===== src/design/motion_block_sequencer_regs.vh =====
/*
 * Register map, field positions, reset values and timing figures for the
 * motion block sequencer. Assumes a 40 MHz core clock and a 10 us tick.
 */
`ifndef MOTION_BLOCK_SEQUENCER_REGS_VH
`define MOTION_BLOCK_SEQUENCER_REGS_VH

// Register byte offsets
`define REG_CTRL 8'h00
`define REG_CMD 8'h04
`define REG_STATUS 8'h08
`define REG_AUX 8'h0C
`define REG_POS 8'h10
`define REG_ZONE 8'h14

// Control fields
`define CTRL_FOUR_AXIS 0
`define CTRL_LEGACY 1
`define CTRL_GP_FEED 2
`define CTRL_ZONES_LO 4
`define CTRL_ZONES_HI 7
`define CTRL_RESET 32'h0000_0000

// Block command fields
`define CMD_CODE_HI 6
`define CMD_IRQ_EN 7
`define CMD_IRQ_LO 8
`define CMD_IRQ_HI 15
`define CMD_OPT_LO 16
`define CMD_OPT_HI 27
`define CMD_REVERSE 28
`define CMD_SEP_TASKS 29

// Status fields
`define ST_BUSY 0
`define ST_MODE_LO 1
`define ST_PLANE_LO 3
`define ST_TIMEOUT 6
`define ST_PLANE_ERR 7
`define ST_TRAV_DIR 8
`define ST_BLEND 9
`define ST_FALLBACK 10
`define ST_ABORTED 11

// Transition modes
`define MODE_PASS 2'h0
`define MODE_STOP 2'h1
`define MODE_INPOS_OFF 2'h2

// Clock and tick
`define CLK_MHZ 40
`define TICK_US 10
`define OPT_UNIT_US 100

// Times in microseconds as specified
`define IRQ_NATIVE_MIN_US 250
`define IRQ_LEGACY_MIN_US 1250
`define IRQ_RETRY_US 10000
`define INTERP_PASS2_US 1500
`define INTERP_PASS4_US 2000
`define INTERP_STOP2_US 2400
`define INTERP_STOP4_US 3800
`define MIN_LIN2_US 8500
`define MIN_LIN4_US 9500
`define MIN_CIRC2_US 10000
`define MIN_CIRC4_US 15000
`define TRAV_REV_US 2000
`define EXT_RESP_US 2500
`define STAGGER_ONE_US 30
`define STAGGER_SEP2_US 2000
`define STAGGER_SEP4_US 3000
`define REPORT2_US 5000
`define REPORT4_US 6600
`define ZONE_US 80

`endif


===== src/design/motion_block_sequencer.v =====
/*
 * Motion block sequencer: decodes block commands written over APB, picks
 * the block transition, staggers axis starts, delivers completion
 * interrupts, reacts to field inputs and publishes reports.
 * Assumes an axis generator on the same clock giving in_pos and
 * decel_end; field and host inputs are asynchronous pins.
 */
// Design decisions made here: the address map and register access over APB.
`timescale 1ns/1ps
`include "motion_block_sequencer_regs.vh"

// How it works
// - interrupt only after positioning fully completes
// - interrupt delay 0.25/1.25 ms minimum
// - retry 10 ms, then timeout error
// - pass-mode non-move line interpreted 1.5/2.0 ms
// - stop-mode non-move line interpreted 2.4/3.8 ms
// - blend only at or above minimum operation time
// - short pass block falls back to stop
// - G10 selects pass mode
// - G11 selects stop mode
// - G13 without a block interrupt waits only for deceleration end
// - G13 uses pass minimums, short means stop
// - traverse reversals at least 2 ms apart
// - estop or limit starts deceleration 2.5-4.5 ms
// - origin proximity decelerates search 2.5-4.5 ms
// - general input starts feed 2.5-4.5 ms
// - single-task axis starts 30 us apart
// - separate-task axis starts 2/3 ms apart
// - codes, positions, zones reported in time
// - G00 rapid, G01 linear at feed
// - G02 clockwise, G03 counterclockwise circle
// - G17-G22 select plane, extras four-axis only
module motion_block_sequencer (
    // Clock and reset
    input wire ref_clk,
    input wire nrst,
    // APB slave
    input wire psel,
    input wire penable,
    input wire pwrite,
    input wire [7:0] paddr,
    input wire [31:0] pwdata,
    output reg [31:0] prdata,
    output wire pready,
    output reg pslverr,
    // Field inputs, asynchronous
    input wire estop_in,
    input wire cw_limit_in,
    input wire ccw_limit_in,
    input wire origin_prox_in,
    input wire gp_in,
    // Host handshake, asynchronous
    input wire host_busy_in,
    input wire host_ack_in,
    output reg host_irq,
    output reg [7:0] host_irq_code,
    // Axis generator
    input wire in_pos,
    input wire decel_end,
    input wire [31:0] pos_in,
    input wire [15:0] zone_in,
    output reg [3:0] axis_start,
    output reg [1:0] motion_kind,
    output reg feed_max,
    output reg [2:0] plane,
    output reg trav_dir,
    output reg blend,
    output reg stop_decel,
    output reg origin_decel,
    output reg feed_start
);

    localparam S_IDLE = 6'h01;
    localparam S_INTERP = 6'h02;
    localparam S_AXES = 6'h04;
    localparam S_SETTLE = 6'h08;
    localparam S_IRQDLY = 6'h10;
    localparam S_IRQ = 6'h20;

    // Whole ticks at or above a least time
    function [11:0] ceil_div;
        input integer a;
        input integer b;
        integer q;
        begin
            q = (a + b - 1) / b;
            ceil_div = q[11:0];
        end
    endfunction

    // Extra tick covers the unknown phase of the first tick
    function [11:0] min_ticks;
        input integer us;
        begin
            min_ticks = ceil_div(us, `TICK_US) + 12'h001;
        end
    endfunction

    localparam integer TICK_CYC = `TICK_US * `CLK_MHZ;
    localparam [31:0] TICK_LAST_W = TICK_CYC - 1;
    localparam [8:0] TICK_LAST = TICK_LAST_W[8:0];
    localparam [11:0] T_IRQ_NAT = min_ticks(`IRQ_NATIVE_MIN_US);
    localparam [11:0] T_IRQ_LEG = min_ticks(`IRQ_LEGACY_MIN_US);
    localparam [11:0] T_RETRY = ceil_div(`IRQ_RETRY_US, `TICK_US);
    localparam [11:0] T_PASS2 = min_ticks(`INTERP_PASS2_US);
    localparam [11:0] T_PASS4 = min_ticks(`INTERP_PASS4_US);
    localparam [11:0] T_STOP2 = min_ticks(`INTERP_STOP2_US);
    localparam [11:0] T_STOP4 = min_ticks(`INTERP_STOP4_US);
    localparam [11:0] T_TRAV = min_ticks(`TRAV_REV_US);
    localparam [11:0] T_RESP = min_ticks(`EXT_RESP_US);
    localparam [11:0] T_STG1 = min_ticks(`STAGGER_ONE_US);
    localparam [11:0] T_STG2 = min_ticks(`STAGGER_SEP2_US);
    localparam [11:0] T_STG4 = min_ticks(`STAGGER_SEP4_US);
    localparam [11:0] T_REP2 = min_ticks(`REPORT2_US);
    localparam [11:0] T_REP4 = min_ticks(`REPORT4_US);
    localparam [11:0] T_ZONE = ceil_div(`ZONE_US, `TICK_US);
    localparam [11:0] U_LIN2 = ceil_div(`MIN_LIN2_US, `OPT_UNIT_US);
    localparam [11:0] U_LIN4 = ceil_div(`MIN_LIN4_US, `OPT_UNIT_US);
    localparam [11:0] U_CIRC2 = ceil_div(`MIN_CIRC2_US, `OPT_UNIT_US);
    localparam [11:0] U_CIRC4 = ceil_div(`MIN_CIRC4_US, `OPT_UNIT_US);

    // Reset release
    reg rst_s1_r, rst_s2_r;
    wire rst_n = rst_s2_r;
    always @(posedge ref_clk or negedge nrst) begin
        if (!nrst) begin
            rst_s1_r <= 1'b0;
            rst_s2_r <= 1'b0;
        end else begin
            rst_s1_r <= 1'b1;
            rst_s2_r <= rst_s1_r;
        end
    end

    // Tick divider
    reg [8:0] div_r;
    wire tick = (div_r == TICK_LAST);
    always @(posedge ref_clk or negedge rst_n) begin
        if (!rst_n)
            div_r <= 9'h000;
        else if (tick)
            div_r <= 9'h000;
        else
            div_r <= div_r + 9'h001;
    end

    // Pin synchronisers: a change counts once stages two and three agree
    wire [6:0] pin_raw = {host_ack_in, host_busy_in, gp_in, origin_prox_in,
                          ccw_limit_in, cw_limit_in, estop_in};
    reg [6:0] s1_r, s2_r, s3_r, filt_r, filt_d_r;
    wire [6:0] filt_nxt = (s2_r & ~(s2_r ^ s3_r)) | (filt_r & (s2_r ^ s3_r));
    always @(posedge ref_clk or negedge rst_n) begin
        if (!rst_n) begin
            s1_r <= 7'h00;
            s2_r <= 7'h00;
            s3_r <= 7'h00;
            filt_r <= 7'h00;
            filt_d_r <= 7'h00;
        end else begin
            s1_r <= pin_raw;
            s2_r <= s1_r;
            s3_r <= s2_r;
            filt_r <= filt_nxt;
            filt_d_r <= filt_r;
        end
    end
    wire host_busy = filt_r[5];
    wire host_ack = filt_r[6];
    // Edge only: a pulse shorter than the sender's minimum may be missed
    wire [2:0] rsp_trig = {filt_r[4] & ~filt_d_r[4],
                           filt_r[3] & ~filt_d_r[3],
                           |(filt_r[2:0] & ~filt_d_r[2:0])};

    // Registers
    reg [31:0] ctrl_r, cmd_r, aux_r, pos_r;
    reg [15:0] zone_r;
    reg [1:0] mode_r;
    reg timeout_r, plane_err_r, fallback_r, aborted_r, origin_act_r;
    reg [5:0] state_r;
    wire four = ctrl_r[`CTRL_FOUR_AXIS];
    wire busy = (state_r != S_IDLE);

    wire acc = psel & penable;
    wire wr = acc & pwrite;
    wire addr_ok = (paddr == `REG_CTRL) || (paddr == `REG_CMD) || (paddr == `REG_STATUS) ||
                   (paddr == `REG_AUX) || (paddr == `REG_POS) || (paddr == `REG_ZONE);
    wire cmd_go = wr & (paddr == `REG_CMD) & ~busy;
    wire st_clr = wr & (paddr == `REG_STATUS);
    assign pready = 1'b1;

    wire [31:0] status = {20'h00000, aborted_r, fallback_r, blend, trav_dir, plane_err_r,
                          timeout_r, plane, mode_r, busy};
    always @* begin
        case (paddr)
            `REG_CTRL: prdata = ctrl_r;
            `REG_CMD: prdata = cmd_r;
            `REG_STATUS: prdata = status;
            `REG_AUX: prdata = aux_r;
            `REG_POS: prdata = pos_r;
            `REG_ZONE: prdata = {16'h0000, zone_r};
            default: prdata = 32'h0000_0000;
        endcase
        pslverr = acc & (~addr_ok | (wr & (paddr == `REG_CMD) & busy));
    end

    // Decode of the incoming block
    wire [6:0] code = pwdata[`CMD_CODE_HI:0];
    wire [11:0] opt = pwdata[`CMD_OPT_HI:`CMD_OPT_LO];
    wire is_move = (code <= 7'd3) || (code == 7'd28) || (code >= 7'd30 && code <= 7'd32);
    wire is_circ = (code == 7'd2) || (code == 7'd3);
    wire [11:0] min_opt = is_circ ? (four ? U_CIRC4 : U_CIRC2) : (four ? U_LIN4 : U_LIN2);
    wire short_blk = (opt < min_opt);
    wire [11:0] interp_t = (mode_r == `MODE_PASS) ? (four ? T_PASS4 : T_PASS2)
                                                  : (four ? T_STOP4 : T_STOP2);
    wire [11:0] stagger_t = pwdata[`CMD_SEP_TASKS] ? (four ? T_STG4 : T_STG2)
                                                   : T_STG1;

    // Field responses and traverse guard
    reg [11:0] rsp_cnt [0:2];
    reg [11:0] trav_cnt_r;
    reg trav_pend_r;
    integer i;
    wire stop_now = stop_decel;

    // Sequencer
    reg [11:0] tmr_r, stg_r;
    reg [1:0] axis_idx_r;
    reg [1:0] eff_mode_r;
    reg irq_en_r;
    wire [1:0] last_axis = four ? 2'h3 : 2'h1;
    wire settle_ok = irq_en_r ? in_pos :
                     (eff_mode_r == `MODE_PASS) ? 1'b1 :
                     (eff_mode_r == `MODE_INPOS_OFF) ? decel_end : in_pos;

    always @(posedge ref_clk or negedge rst_n) begin
        if (!rst_n) begin
            state_r <= S_IDLE;
            ctrl_r <= `CTRL_RESET;
            cmd_r <= 32'h0000_0000;
            mode_r <= `MODE_STOP;
            eff_mode_r <= `MODE_STOP;
            tmr_r <= 12'h000;
            stg_r <= 12'h000;
            axis_idx_r <= 2'h0;
            irq_en_r <= 1'b0;
            host_irq <= 1'b0;
            host_irq_code <= 8'h00;
            axis_start <= 4'h0;
            motion_kind <= 2'h0;
            feed_max <= 1'b0;
            plane <= 3'h0;
            blend <= 1'b0;
            timeout_r <= 1'b0;
            plane_err_r <= 1'b0;
            fallback_r <= 1'b0;
            aborted_r <= 1'b0;
            origin_act_r <= 1'b0;
        end else begin
            axis_start <= 4'h0;
            if (wr && paddr == `REG_CTRL)
                ctrl_r <= {24'h000000, pwdata[`CTRL_ZONES_HI:`CTRL_ZONES_LO], 1'b0,
                           pwdata[`CTRL_GP_FEED:0]};
            if (st_clr && pwdata[`ST_TIMEOUT])
                timeout_r <= 1'b0;
            if (st_clr && pwdata[`ST_PLANE_ERR])
                plane_err_r <= 1'b0;
            if (st_clr && pwdata[`ST_ABORTED])
                aborted_r <= 1'b0;
            case (state_r)
                S_IDLE: begin
                    if (cmd_go) begin
                        cmd_r <= pwdata;
                        irq_en_r <= pwdata[`CMD_IRQ_EN];
                        host_irq_code <= pwdata[`CMD_IRQ_HI:`CMD_IRQ_LO];
                        if (is_move) begin
                            // Short block cannot blend: stop handling instead
                            eff_mode_r <= (mode_r != `MODE_STOP && short_blk) ?
                                          `MODE_STOP : mode_r;
                            fallback_r <= (mode_r != `MODE_STOP) && short_blk;
                            blend <= (mode_r == `MODE_PASS) && !short_blk;
                            motion_kind <= (code <= 7'd3) ? code[1:0] : 2'h1;
                            feed_max <= (code == 7'd0);
                            origin_act_r <= (code == 7'd28);
                            axis_start <= 4'h1;
                            axis_idx_r <= 2'h0;
                            stg_r <= stagger_t;
                            tmr_r <= stagger_t;
                            state_r <= S_AXES;
                        end else begin
                            if (code == 7'd10)
                                mode_r <= `MODE_PASS;
                            if (code == 7'd11)
                                mode_r <= `MODE_STOP;
                            if (code == 7'd13)
                                mode_r <= `MODE_INPOS_OFF;
                            if (code >= 7'd17 && code <= 7'd22) begin
                                if (code == 7'd17 || four)
                                    plane <= code[2:0] - 3'h1;
                                else
                                    plane_err_r <= 1'b1;
                            end
                            tmr_r <= interp_t;
                            state_r <= S_INTERP;
                        end
                    end
                end
                S_INTERP: begin
                    if (tick) begin
                        if (tmr_r == 12'h001)
                            state_r <= S_IDLE;
                        tmr_r <= tmr_r - 12'h001;
                    end
                end
                S_AXES: begin
                    if (tick) begin
                        if (tmr_r == 12'h001) begin
                            axis_start <= 4'h1 << (axis_idx_r + 2'h1);
                            axis_idx_r <= axis_idx_r + 2'h1;
                            tmr_r <= stg_r;
                            if (axis_idx_r + 2'h1 == last_axis)
                                state_r <= S_SETTLE;
                        end else
                            tmr_r <= tmr_r - 12'h001;
                    end
                end
                S_SETTLE: begin
                    if (settle_ok) begin
                        origin_act_r <= 1'b0;
                        blend <= 1'b0;
                        tmr_r <= ctrl_r[`CTRL_LEGACY] ? T_IRQ_LEG : T_IRQ_NAT;
                        state_r <= irq_en_r ? S_IRQDLY : S_IDLE;
                    end
                end
                S_IRQDLY: begin
                    if (tick) begin
                        if (tmr_r == 12'h001) begin
                            tmr_r <= T_RETRY;
                            state_r <= S_IRQ;
                        end else
                            tmr_r <= tmr_r - 12'h001;
                    end
                end
                S_IRQ: begin
                    host_irq <= host_irq | ~host_busy;
                    if (host_irq && host_ack) begin
                        host_irq <= 1'b0;
                        state_r <= S_IDLE;
                    end else if (tick) begin
                        if (tmr_r == 12'h001) begin
                            host_irq <= 1'b0;
                            timeout_r <= 1'b1;
                            state_r <= S_IDLE;
                        end else
                            tmr_r <= tmr_r - 12'h001;
                    end
                end
                default: state_r <= S_IDLE;
            endcase
            // Abort on stop response, overriding the sequence
            if (stop_now) begin
                state_r <= S_IDLE;
                host_irq <= 1'b0;
                blend <= 1'b0;
                origin_act_r <= 1'b0;
                aborted_r <= 1'b1;
            end
        end
    end

    // Field input response timers
    always @(posedge ref_clk or negedge rst_n) begin
        if (!rst_n) begin
            for (i = 0; i < 3; i = i + 1)
                rsp_cnt[i] <= 12'h000;
            stop_decel <= 1'b0;
            origin_decel <= 1'b0;
            feed_start <= 1'b0;
        end else begin
            stop_decel <= 1'b0;
            origin_decel <= 1'b0;
            feed_start <= 1'b0;
            for (i = 0; i < 3; i = i + 1) begin
                if (rsp_trig[i] && rsp_cnt[i] == 12'h000)
                    rsp_cnt[i] <= T_RESP;
                else if (tick && rsp_cnt[i] != 12'h000)
                    rsp_cnt[i] <= rsp_cnt[i] - 12'h001;
            end
            if (tick && rsp_cnt[0] == 12'h001)
                stop_decel <= 1'b1;
            if (tick && rsp_cnt[1] == 12'h001)
                origin_decel <= origin_act_r;
            if (tick && rsp_cnt[2] == 12'h001)
                feed_start <= ctrl_r[`CTRL_GP_FEED];
        end
    end

    // Traverse reversal guard: a early request is held until the gap ends
    wire trav_req = cmd_go && is_move && code == 7'd32 && pwdata[`CMD_REVERSE];
    always @(posedge ref_clk or negedge rst_n) begin
        if (!rst_n) begin
            trav_dir <= 1'b0;
            trav_cnt_r <= 12'h000;
            trav_pend_r <= 1'b0;
        end else begin
            if ((trav_req || trav_pend_r) && trav_cnt_r == 12'h000) begin
                trav_dir <= ~trav_dir;
                trav_cnt_r <= T_TRAV;
                trav_pend_r <= 1'b0;
            end else begin
                if (trav_req)
                    trav_pend_r <= 1'b1;
                if (tick && trav_cnt_r != 12'h000)
                    trav_cnt_r <= trav_cnt_r - 12'h001;
            end
        end
    end

    // Periodic report of codes, positions, then zone flags
    reg [11:0] rep_r, zone_wait_r;
    reg zone_pend_r;
    wire [11:0] zone_t = ctrl_r[`CTRL_ZONES_HI:`CTRL_ZONES_LO] * T_ZONE;
    always @(posedge ref_clk or negedge rst_n) begin
        if (!rst_n) begin
            rep_r <= 12'h000;
            zone_wait_r <= 12'h000;
            zone_pend_r <= 1'b0;
            aux_r <= 32'h0000_0000;
            pos_r <= 32'h0000_0000;
            zone_r <= 16'h0000;
        end else if (tick) begin
            if (rep_r == 12'h000) begin
                rep_r <= four ? T_REP4 : T_REP2;
                aux_r <= {24'h000000, host_irq_code};
                pos_r <= pos_in;
                zone_wait_r <= zone_t;
                zone_pend_r <= 1'b1;
            end else
                rep_r <= rep_r - 12'h001;
            if (zone_pend_r) begin
                if (zone_wait_r == 12'h000) begin
                    zone_r <= zone_in;
                    zone_pend_r <= 1'b0;
                end else
                    zone_wait_r <= zone_wait_r - 12'h001;
            end
        end
    end

endmodule


===== config.mk =====
export PLATFORM = sky130hd
export DESIGN_NAME = motion_block_sequencer
export DESIGN_NICKNAME = d
export VERILOG_FILES = /design/src/design/motion_block_sequencer.v
export VERILOG_INCLUDE_DIRS = /design/src /design/src/design
export SDC_FILE = /design/constraint.sdc
export NUM_CORES = 1
export LEC_CHECK = 0
export BUFFER_PORTS_ARGS = -buffer_cell sky130_fd_sc_hd__buf_2
export CELL_PAD_IN_SITES_DETAIL_PLACEMENT = 1
export CELL_PAD_IN_SITES_GLOBAL_PLACEMENT = 2
export CORE_MARGIN = 2
export CORE_UTILIZATION = 37
export CTS_CLUSTER_DIAMETER = 50
export DETAILED_ROUTE_END_ITERATION = 10
export PLACE_DENSITY_LB_ADDON = 0.12
export SLEW_MARGIN = 20
export SYNTH_ARGS = -nofsm -noshare
export SYNTH_HDL_FRONTEND = slang
export SYNTH_SLANG_ARGS = --single-unit

===== constraint.sdc =====
create_clock -name ref_clk -period 11.15 [get_ports ref_clk]
set_input_delay 2.23 -clock ref_clk [delete_from_list [all_inputs] [get_ports ref_clk]]
set_output_delay 2.23 -clock ref_clk [all_outputs]
set_load 0.005 [all_outputs]

==> reports/metrics.csv, run 1 <==
metric,value,unit
HP Class,reg2async,
RSZ-0062 raised after global routing,no,
Seq cells post-synth,262,
IO Count,160,
Tcrit/Tclk final,60.3,%
Buffers on Ports,158,
TNS Setup,0,ps
"commonest non-fill, non-tap cell in the layout",nand2_1,
Worst Setup End Kind,output port,
Worst-Skew Late Latency,540,ps
clk slew on worst S/H paths,50,ps
most frequent cells in the layout,"329 x nand2_1, 258 x dfrtp_1, 158 x buf_2",
fin nets,1645,
worst-path fanout max,21,
P_leak,7.59,nW
total power,0.00269,W
drt wl/cell,19.5,um
worst path bufs/invs,3,
largest net degree at the start of global routing,78,
DRC,0,
Die W,191,um
Critical path origin,paddr[1],
Final Max Slew Viols,0,
Logic pwr share,14.2,%
"Design Area, Final",15500,um^2
"Top FF cell, synth",dfrtp_1,
CTS resizes,0,
Die Area,36400,um^2
initial antenna violation count,8,
Clock Tree Buf Depth,3,
cell family with most CP delay,simple AND/OR/NAND/NOR gates,
post-route antenna net violation count,0,
final setup violation count,0,
YS warnings,0,
Site Rows,68,
sw power,0.000757,W
Post-Place Cell Area,14100,um^2
number of fill cells,3967,
Routability Congestion,0.857,
Critical Path RT,8920,ps
Post-synth EDFFs,0,
"Distinct cells, synth",74,
Worst Max-Slew Pin Slew,1080,ps
achievable frequency,0.149,GHz
Clock Skews,15.7,ps
share of layout cells above drive strength 1,19.7,%
chain of cells forming the critical path,buf_2 > or4_1 > nor3_1 > buf_4 > and2_1 > a22oi_1 > nand3_1 > buf_2,
CP max stage cell,and2_1,
Seq pwr share,40.0,%
hold_ws,292,ps
vias in the first global route,11100,
post-synth top area cell,dfrtp_1,
drt first pass iters,5,
crit path launch type,input port,
Core ar.,34500,um^2
peak supply drop,0.122,mV
root buffer cell,clkbuf_16,
CTS tree,done,
critical register-to-register path startpoint,tmr_r[3]$_DFFE_PN0P_,
final wirelength,39000,um
hpwl dp,27700,um
post-CTS setup buffers,0,
Die H,191,um
Syn Inst Count,1357,
crit-path max cell delay,700,ps
mapped cell area,12900,um^2
grt total ovfl,0,
initial DRC count,431,
Clk pwr share,45.9,%
Sink Count,262,
"Avg Cell Area, Syn",9.51,um^2
Worst path most repeated cell,buf_2,
cts-stage hold buffer count,0,
Net Sw Frac,28.1,%
Final min period,6730,ps
post-synthesis sequential area ratio,50.8,%
status,"finished, final reports clean",
CTS H-tree lvls,2,
Syn-to-layout area delta,19.9,%
final core occ,44.9,%
power density cells,174,nW/um^2
total track usage,22.1,%
first-pass GRT wire length,63000,um
Slew headroom,27.2,%
Final Hold Fails,0,
P_int,0.00193,W
vias per cell,5.32,
Yosys top cell area share,50.2,%
Starting Density,37.4,%
kind of critical path,in2out,
"Async S/R FF share, synth",100,%
CTS Buf Count,38,
vias post-DR,10700,
top post-synthesis cells by area,"dfrtp_1 50%, nand2_1 9.6%, ha_1 3.2%",
WP data arrival,4500,ps
max cap viols,0,
metal layers:
layer / vias to the layer above / part of all wire [%] / track usage (%)
met1: 5366 / 48 / 30.6
met3: 53 / 4.6 / 4.91
met5: - / 0.028 / 0
met4: 2 / 2.0 / 6.08
met2: 184 / 46 / 34.6
li1: 5047 / - / -
cell type report:
class                   instances  area [um^2]  area share, %
multi-input cells            1000         5960           38.5
clock buffers                  49         1060           6.87
flip-flops and latches        262         6560           42.4
diodes                          9         22.5          0.146
inverters                      34          128          0.825
clock inverters                18          246           1.59
repair buffers                174          915           5.91
well taps                     455          569           3.68
flip-flops by register name, summed over array words and instances (netlist names), 5 cells and up, named ones only:
signal,count
aux_r,8
cmd_r,25
ctrl_r,7
div_r,9
filt_d_r,5
host_irq_code,7
pos_r,32
rep_r,12
rsp_cnt,36
s1_r,7
s2_r,7
s3_r,7
state_r,6
tmr_r,12
trav_cnt_r,12
zone_r,16
zone_wait_r,12
stage by stage:
stage / setup slack, ps / std cells
3_3_place_gp: 4500 / 1925
2_1_floorplan: 3310 / 1358
3_5_place_dp: 4440 / 1925
6_report: 4420 / 2001
4_1_cts: 4420 / 1992
5_1_grt: 4200 / 1995
power groups by stage:
stage	sequential (W)	combinational, W	clock (W)
floorplan	0.00107	0.000268	0
global placement	0.00109	0.000376	0
detailed placement	0.00109	0.000384	0
CTS	0.00108	0.000387	0.00126
global route	0.00109	0.000429	0.00130
finish	0.00108	0.000381	0.00123
synthesized netlist by cell type (all sizes together), types with 18 or more instances:
master	n
a21oi	39
a22o	19
a22oi	26
clkbuf	45
dfrtp	259
ha	33
inv	34
mux2	32
nand2	329
nand3	42
nor2	91
nor3	41
nor4	18
o21ai	51
xnor2	26
xor2	28
worst paths after layout:
check                                    endpoint  slack, ps  cells past startpoint
setup reg to reg             tmr_r[8]$_DFFE_PN0P_       7780                      6
min in group ref_clk            s2_r[1]$_DFF_PN0_        350                      0
hold reg to reg                 s2_r[4]$_DFF_PN0_        290                      0
max in group asynchronous  state_r[1]$_DFFE_PN0P_       9020                      2
hold / removal                  s2_r[4]$_DFF_PN0_        290                      0
setup / recovery                        prdata[3]       4420                      8
worst reg2reg max path, delay by kind of cell, from the launching register on:
kind | cells | cell delay (ps)
mux | 1 | 350
flops | 1 | 460
compound gates | 2 | 650
simple gates | 3 | 1780
cells by family after synthesis:
logic type,count (synthesis),synth area share (%)
XOR/XNOR,54,3.67
buffers and inverters,96,3.16
multiplexers,46,3.88
AND/OR/NAND/NOR,644,23.2
AO/OA/AOI/OAI,214,11.5
adder cells (fa/ha/maj),40,3.74
other,1,0.0291
flip-flops,262,50.8
(Power assumes the default switching activity.)
==> inputs of run 2 (changes only) <==
==> constraint.sdc (replaced) <==
create_clock -name ref_clk -period 6.56 [get_ports ref_clk]
set_input_delay 1.312 -clock ref_clk [delete_from_list [all_inputs] [get_ports ref_clk]]
set_output_delay 1.312 -clock ref_clk [all_outputs]
set_load 0.005 [all_outputs]
==> run 2 against run 1 <==
Final cell count down 0.15%. Non-clock buffer count down 1. Sequential cell count unchanged. Final area down 0.11%. Wire length up 0.22%. Sequential share of layout area about the same. Die area unchanged. Sequential power up 69%. Critical path type unchanged. Clock power up 70%. First-iteration DRC count up 19%.
==> reports/metrics.csv, run 2 (synthesized netlist as in run 1, its figures left out) <==
metric,value,unit,change
Final Hold Fails,0,,unchanged
final setup violation count,0,,unchanged
P_leak,7.59,nW,about the same
WP data arrival,3590,ps,was 4500 ps
CP max stage cell,and2_1,,unchanged
Site Rows,68,,unchanged
kind of critical path,in2out,,unchanged
vias per cell,5.34,,was 5.32
RSZ-0062 raised after global routing,no,,unchanged
hpwl dp,27600,um,was 27700 um
Final min period,4910,ps,
Starting Density,37.4,%,unchanged
Worst-Skew Late Latency,530,ps,was 540 ps
fin nets,1645,,unchanged
"commonest non-fill, non-tap cell in the layout",nand2_1,,unchanged
Worst path most repeated cell,buf_2,,unchanged
CTS H-tree lvls,2,,unchanged
vias in the first global route,11200,,was 11100
Slew headroom,30.3,%,was 27.2%
drt first pass iters,5,,unchanged
grt total ovfl,0,,unchanged
IO Count,160,,unchanged
peak supply drop,0.219,mV,was 0.122 mV
CTS resizes,0,,unchanged
hold_ws,346,ps,was 292 ps
post-CTS setup buffers,0,,unchanged
Core ar.,34500,um^2,unchanged
achievable frequency,0.204,GHz,
most frequent cells in the layout,"329 x nand2_1, 258 x dfrtp_1, 158 x buf_2",,unchanged
Syn-to-layout area delta,19.7,%,was 19.9%
Clock Skews,24.4,ps,was 15.7 ps
vias post-DR,10700,,about the same
Die H,191,um,unchanged
Sink Count,262,,unchanged
crit-path max cell delay,690,ps,was 700 ps
post-route antenna net violation count,0,,unchanged
Tcrit/Tclk final,74.8,%,
largest net degree at the start of global routing,172,,was 78
Largest regs,"rsp_cnt: 36 flops, pos_r: 32 flops, cmd_r: 25 flops",,unchanged
clk slew on worst S/H paths,60,ps,was 50 ps
r2r endpoint,tmr_r[0]$_DFFE_PN0P_,,was tmr_r[8]$_DFFE_PN0P_
Critical Path RT,5250,ps,was 8920 ps
Worst Reg2Reg Path Length in Cells,6,,unchanged
DRC,0,,unchanged
final wirelength,39100,um,was 39000 um
final core occ,44.8,%,was 44.9%
Largest register FFs,36,,unchanged
Clock Tree Buf Depth,3,,unchanged
first-pass GRT wire length,63400,um,was 63000 um
Die Area,36400,um^2,unchanged
crit path launch type,input port,,unchanged
Worst Setup End Kind,output port,,unchanged
Top reg by flops,rsp_cnt,,unchanged
share of layout cells above drive strength 1,19.8,%,was 19.7%
worst-path fanout max,21,,unchanged
initial DRC count,515,,was 431
root buffer cell,clkbuf_16,,unchanged
Worst Max-Slew Pin Slew,1050,ps,was 1080 ps
Final Max Slew Viols,0,,unchanged
chain of cells forming the critical path,buf_2 > or4_1 > nor3_1 > buf_4 > and2_1 > a22oi_1 > nand3_1 > buf_2,,unchanged
R2R Setup Slk,3260,ps,was 7780 ps
CTS tree,done,,unchanged
cts-stage hold buffer count,0,,unchanged
TNS Setup,0,ps,unchanged
Die W,191,um,unchanged
Routability Congestion,0.837,,was 0.857
CTS Buf Count,39,,was 38
initial antenna violation count,5,,was 8
drt wl/cell,19.6,um,was 19.5 um
HP Class,reg2async,,unchanged
total track usage,22.2,%,was 22.1%
critical register-to-register path startpoint,tmr_r[2]$_DFFE_PN0P_,,was tmr_r[3]$_DFFE_PN0P_
status,"finished, final reports clean",,unchanged
Buffers on Ports,158,,unchanged
power density cells,295,nW/um^2,was 174 nW/um^2
max cap viols,0,,unchanged
[run 2: final cells by class]
type | count | area (um^2)
flip-flops and latches | 262 | 6560
well taps | 455 | 569
multi-input cells | 1000 | 5960
diodes | 5 | 12.5
repair buffers | 173 | 916
clock buffers | 49 | 1070
clock inverters | 20 | 221
fillers | 3969 | 19000
inverters | 34 | 128
[run 2: report_power, final]
| part | total [W] | internal, W | switching [W] |
|---|---|---|---|
| Combinational | 0.000645 | 0.000263 | 0.000382 |
| Sequential | 0.00183 | 0.00171 | 0.000116 |
| Clock | 0.00209 | 0.00129 | 0.000796 |
| Total | 0.00456 | 0.00326 | 0.00129 |
[run 2: critical path: cells and delay by family]
kind	cells	cell delay, ps
AND/OR/NAND/NOR	4	1650
buffers and inverters	3	410
AO/OA/AOI/OAI	1	210
[run 2: how the worst max path moves through the flow]
stage	start	end	slack (ps)	depth (start not counted)
global placement	paddr[1]	prdata[3]	1730	8
CTS	paddr[1]	prdata[3]	1660	8
finish	paddr[1]	prdata[3]	1650	8
floorplan	paddr[1]	prdata[10]	2150	6
detailed placement	paddr[1]	prdata[3]	1650	8
global route	paddr[1]	prdata[3]	1480	8
[run 2: through the flow]
stage / setup WS, ps / total power, W / cell area [um^2] / std cells
floorplan: 2150 / 0.00228 / 12900 / 1358
global placement: 1730 / 0.00248 / 14100 / 1924
detailed placement: 1650 / 0.00250 / 14100 / 1924
CTS: 1660 / 0.00462 / 15400 / 1993
global route: 1480 / 0.00477 / 15400 / 1993
finish: 1650 / 0.00456 / 15400 / 1998
[run 2: layer usage]
metal / up-vias / share of wire, % / GRT usage, %
li1: 5036 / - / -
met1: 5356 / 48 / 31.2
met2: 205 / 45 / 34.9
met3: 61 / 5.0 / 4.64
met4: 4 / 2.1 / 5.52
met5: - / 0.061 / 0
==> inputs of run 3 (changes only) <==
==> constraint.sdc (replaced) <==
create_clock -name ref_clk -period 4.53 [get_ports ref_clk]
set_input_delay 0.906 -clock ref_clk [delete_from_list [all_inputs] [get_ports ref_clk]]
set_output_delay 0.906 -clock ref_clk [all_outputs]
set_load 0.005 [all_outputs]
==> run 3 against run 2 <==
First-iteration DRC count grew 8.9%. Wire length grew 1.1%. Critical path depth fell by 1. Count of clock-buffer cells in the layout rose by 5. Power is 50% higher. Largest cell class unchanged. Highest routed layer unchanged.
==> reports/metrics.csv, run 3 (synthesized netlist as in run 1, its figures left out) <==
metric,value,unit,change
status,"finished, final reports clean",,unchanged
Routability Congestion,0.821,,was 0.837
worst-path fanout max,11,,was 21
share of layout cells above drive strength 1,20.2,%,was 19.8%
Starting Density,37.4,%,unchanged
Largest regs,"rsp_cnt: 36 flops, pos_r: 32 flops, cmd_r: 25 flops",,unchanged
root buffer cell,clkbuf_16,,unchanged
CTS Buf Count,40,,was 39
total track usage,22.3,%,was 22.2%
peak supply drop,0.303,mV,was 0.219 mV
Worst Setup End Kind,output port,,unchanged
CTS tree,done,,unchanged
Clock Skews,35.5,ps,was 24.4 ps
Core ar.,34500,um^2,unchanged
vias per cell,5.31,,was 5.34
Sink Count,262,,unchanged
max cap viols,0,,unchanged
Buffers on Ports,158,,unchanged
achievable frequency,0.246,GHz,
Final Hold Fails,0,,unchanged
GR peak layer,met2,,unchanged
kind of critical path,in2out,,unchanged
CTS H-tree lvls,2,,unchanged
cell family with most CP delay,simple AND/OR/NAND/NOR gates,,unchanged
"Design Area, Final",15600,um^2,was 15400 um^2
Die Area,36400,um^2,unchanged
GR Layer Usage met2,36.2,%,was 34.9%
initial antenna violation count,7,,was 5
Largest register FFs,36,,unchanged
initial DRC count,561,,was 515
Final Max Slew Viols,0,,unchanged
"commonest non-fill, non-tap cell in the layout",nand2_1,,unchanged
grt total ovfl,0,,unchanged
Worst-Skew Late Latency,540,ps,was 530 ps
Final min period,4060,ps,
IO Count,160,,unchanged
Worst Max-Slew Pin Slew,1080,ps,was 1050 ps
post-CTS setup buffers,0,,unchanged
Die W,191,um,unchanged
final setup violation count,0,,unchanged
crit-path max cell delay,620,ps,was 690 ps
Top reg by flops,rsp_cnt,,unchanged
vias post-DR,10600,,was 10700
TNS Setup,0,ps,unchanged
Post-Place Cell Area,14200,um^2,was 14100 um^2
power density cells,437,nW/um^2,was 295 nW/um^2
HP Class,in2async,,was reg2async
Slew headroom,27.0,%,was 30.3%
cts-stage hold buffer count,0,,unchanged
Tcrit/Tclk final,89.7,%,
met3 usage,4.82,%,was 4.64%
hpwl dp,27900,um,was 27600 um
P_leak,7.67,nW,was 7.59 nW
crit path launch type,input port,,unchanged
Worst Slack Setup Final,467,ps,was 1650 ps
clk slew on worst S/H paths,60,ps,about the same
drt first pass iters,5,,unchanged
first-pass GRT wire length,63500,um,was 63400 um
final wirelength,39500,um,was 39100 um
drt wl/cell,19.7,um,was 19.6 um
DRC,0,,unchanged
Syn-to-layout area delta,20.8,%,was 19.7%
post-route antenna net violation count,0,,unchanged
WP data arrival,3160,ps,was 3590 ps
Die H,191,um,unchanged
Critical Path RT,3620,ps,was 5250 ps
Site Rows,68,,unchanged
CTS resizes,0,,unchanged
vias in the first global route,11300,,was 11200
Place WS,527,ps,was 1650 ps
fin nets,1650,,was 1645
final core occ,45.2,%,was 44.8%
hold_ws,141,ps,was 346 ps
chain of cells forming the critical path,buf_2 > or4_1 > nor3_1 > and3_1 > a22oi_1 > nand2_1 > buf_2,,was buf_2 > or4_1 > nor3_1 > buf_4 > and2_1 > a22oi_1 > nand3_1 > buf_2
most frequent cells in the layout,"329 x nand2_1, 258 x dfrtp_1, 158 x buf_2",,unchanged
CP max stage cell,or4_1,,was and2_1
RSZ-0062 raised after global routing,no,,unchanged
worst path bufs/invs,2,,was 3
global-route track usage on met1,30.5,%,was 31.2%
Worst path most repeated cell,buf_2,,unchanged
largest net degree at the start of global routing,125,,was 172
Clock Tree Buf Depth,3,,unchanged
[run 3: final cells by class]
type                       instances  area [um^2]
antenna                            2         5.00
clock buffer                      54         1150
clock inverter                    19          255
fill                            3959        18900
inverter                          34          128
multi-input combinational       1000         5960
sequential                       262         6560
tap                              455          569
timing repair buffer             177          958
[run 3: worst paths after layout]
path / slack, ps / cells past startpoint / end / start
worst max-delay path: 470 / 7 / prdata[1] / paddr[1]
worst min-delay path: 140 / 1 / rst_s1_r$_DFF_PN0_ / nrst
worst max register to register: 1000 / 6 / origin_act_r$_DFFE_PN0P_ / state_r[2]$_DFFE_PN0P_
worst min register to register: 350 / 0 / s2_r[2]$_DFF_PN0_ / rst_n$_DFF_PN0_
max in group asynchronous: 3060 / 1 / state_r[4]$_DFFE_PN0P_ / rst_n$_DFF_PN0_
min in group ref_clk: 350 / 0 / s2_r[4]$_DFF_PN0_ / s1_r[4]$_DFF_PN0_
[run 3: power breakdown]
group          internal (W)  switching, W  total [W]
combinational      0.000385      0.000560   0.000945
clock               0.00204       0.00119    0.00323
sequential          0.00248      0.000168    0.00265
total               0.00490       0.00191    0.00682
[run 3: metrics by stage]
stage	instances	total power [W]
after global routing	2002	0.00713
after global placement	1928	0.00360
after floorplan	1358	0.00330
after detailed placement	1928	0.00363
after CTS	2001	0.00692
final	2003	0.00682
[run 3: routing by layer]
layer  wire length, um  share of wire [%]  vias up
met5                59               0.15        -
met4               760                1.9       10
li1                  -                  -     5050
met3              1870                4.7       70
met1             18600                 47     5315
met2             18300                 46      191
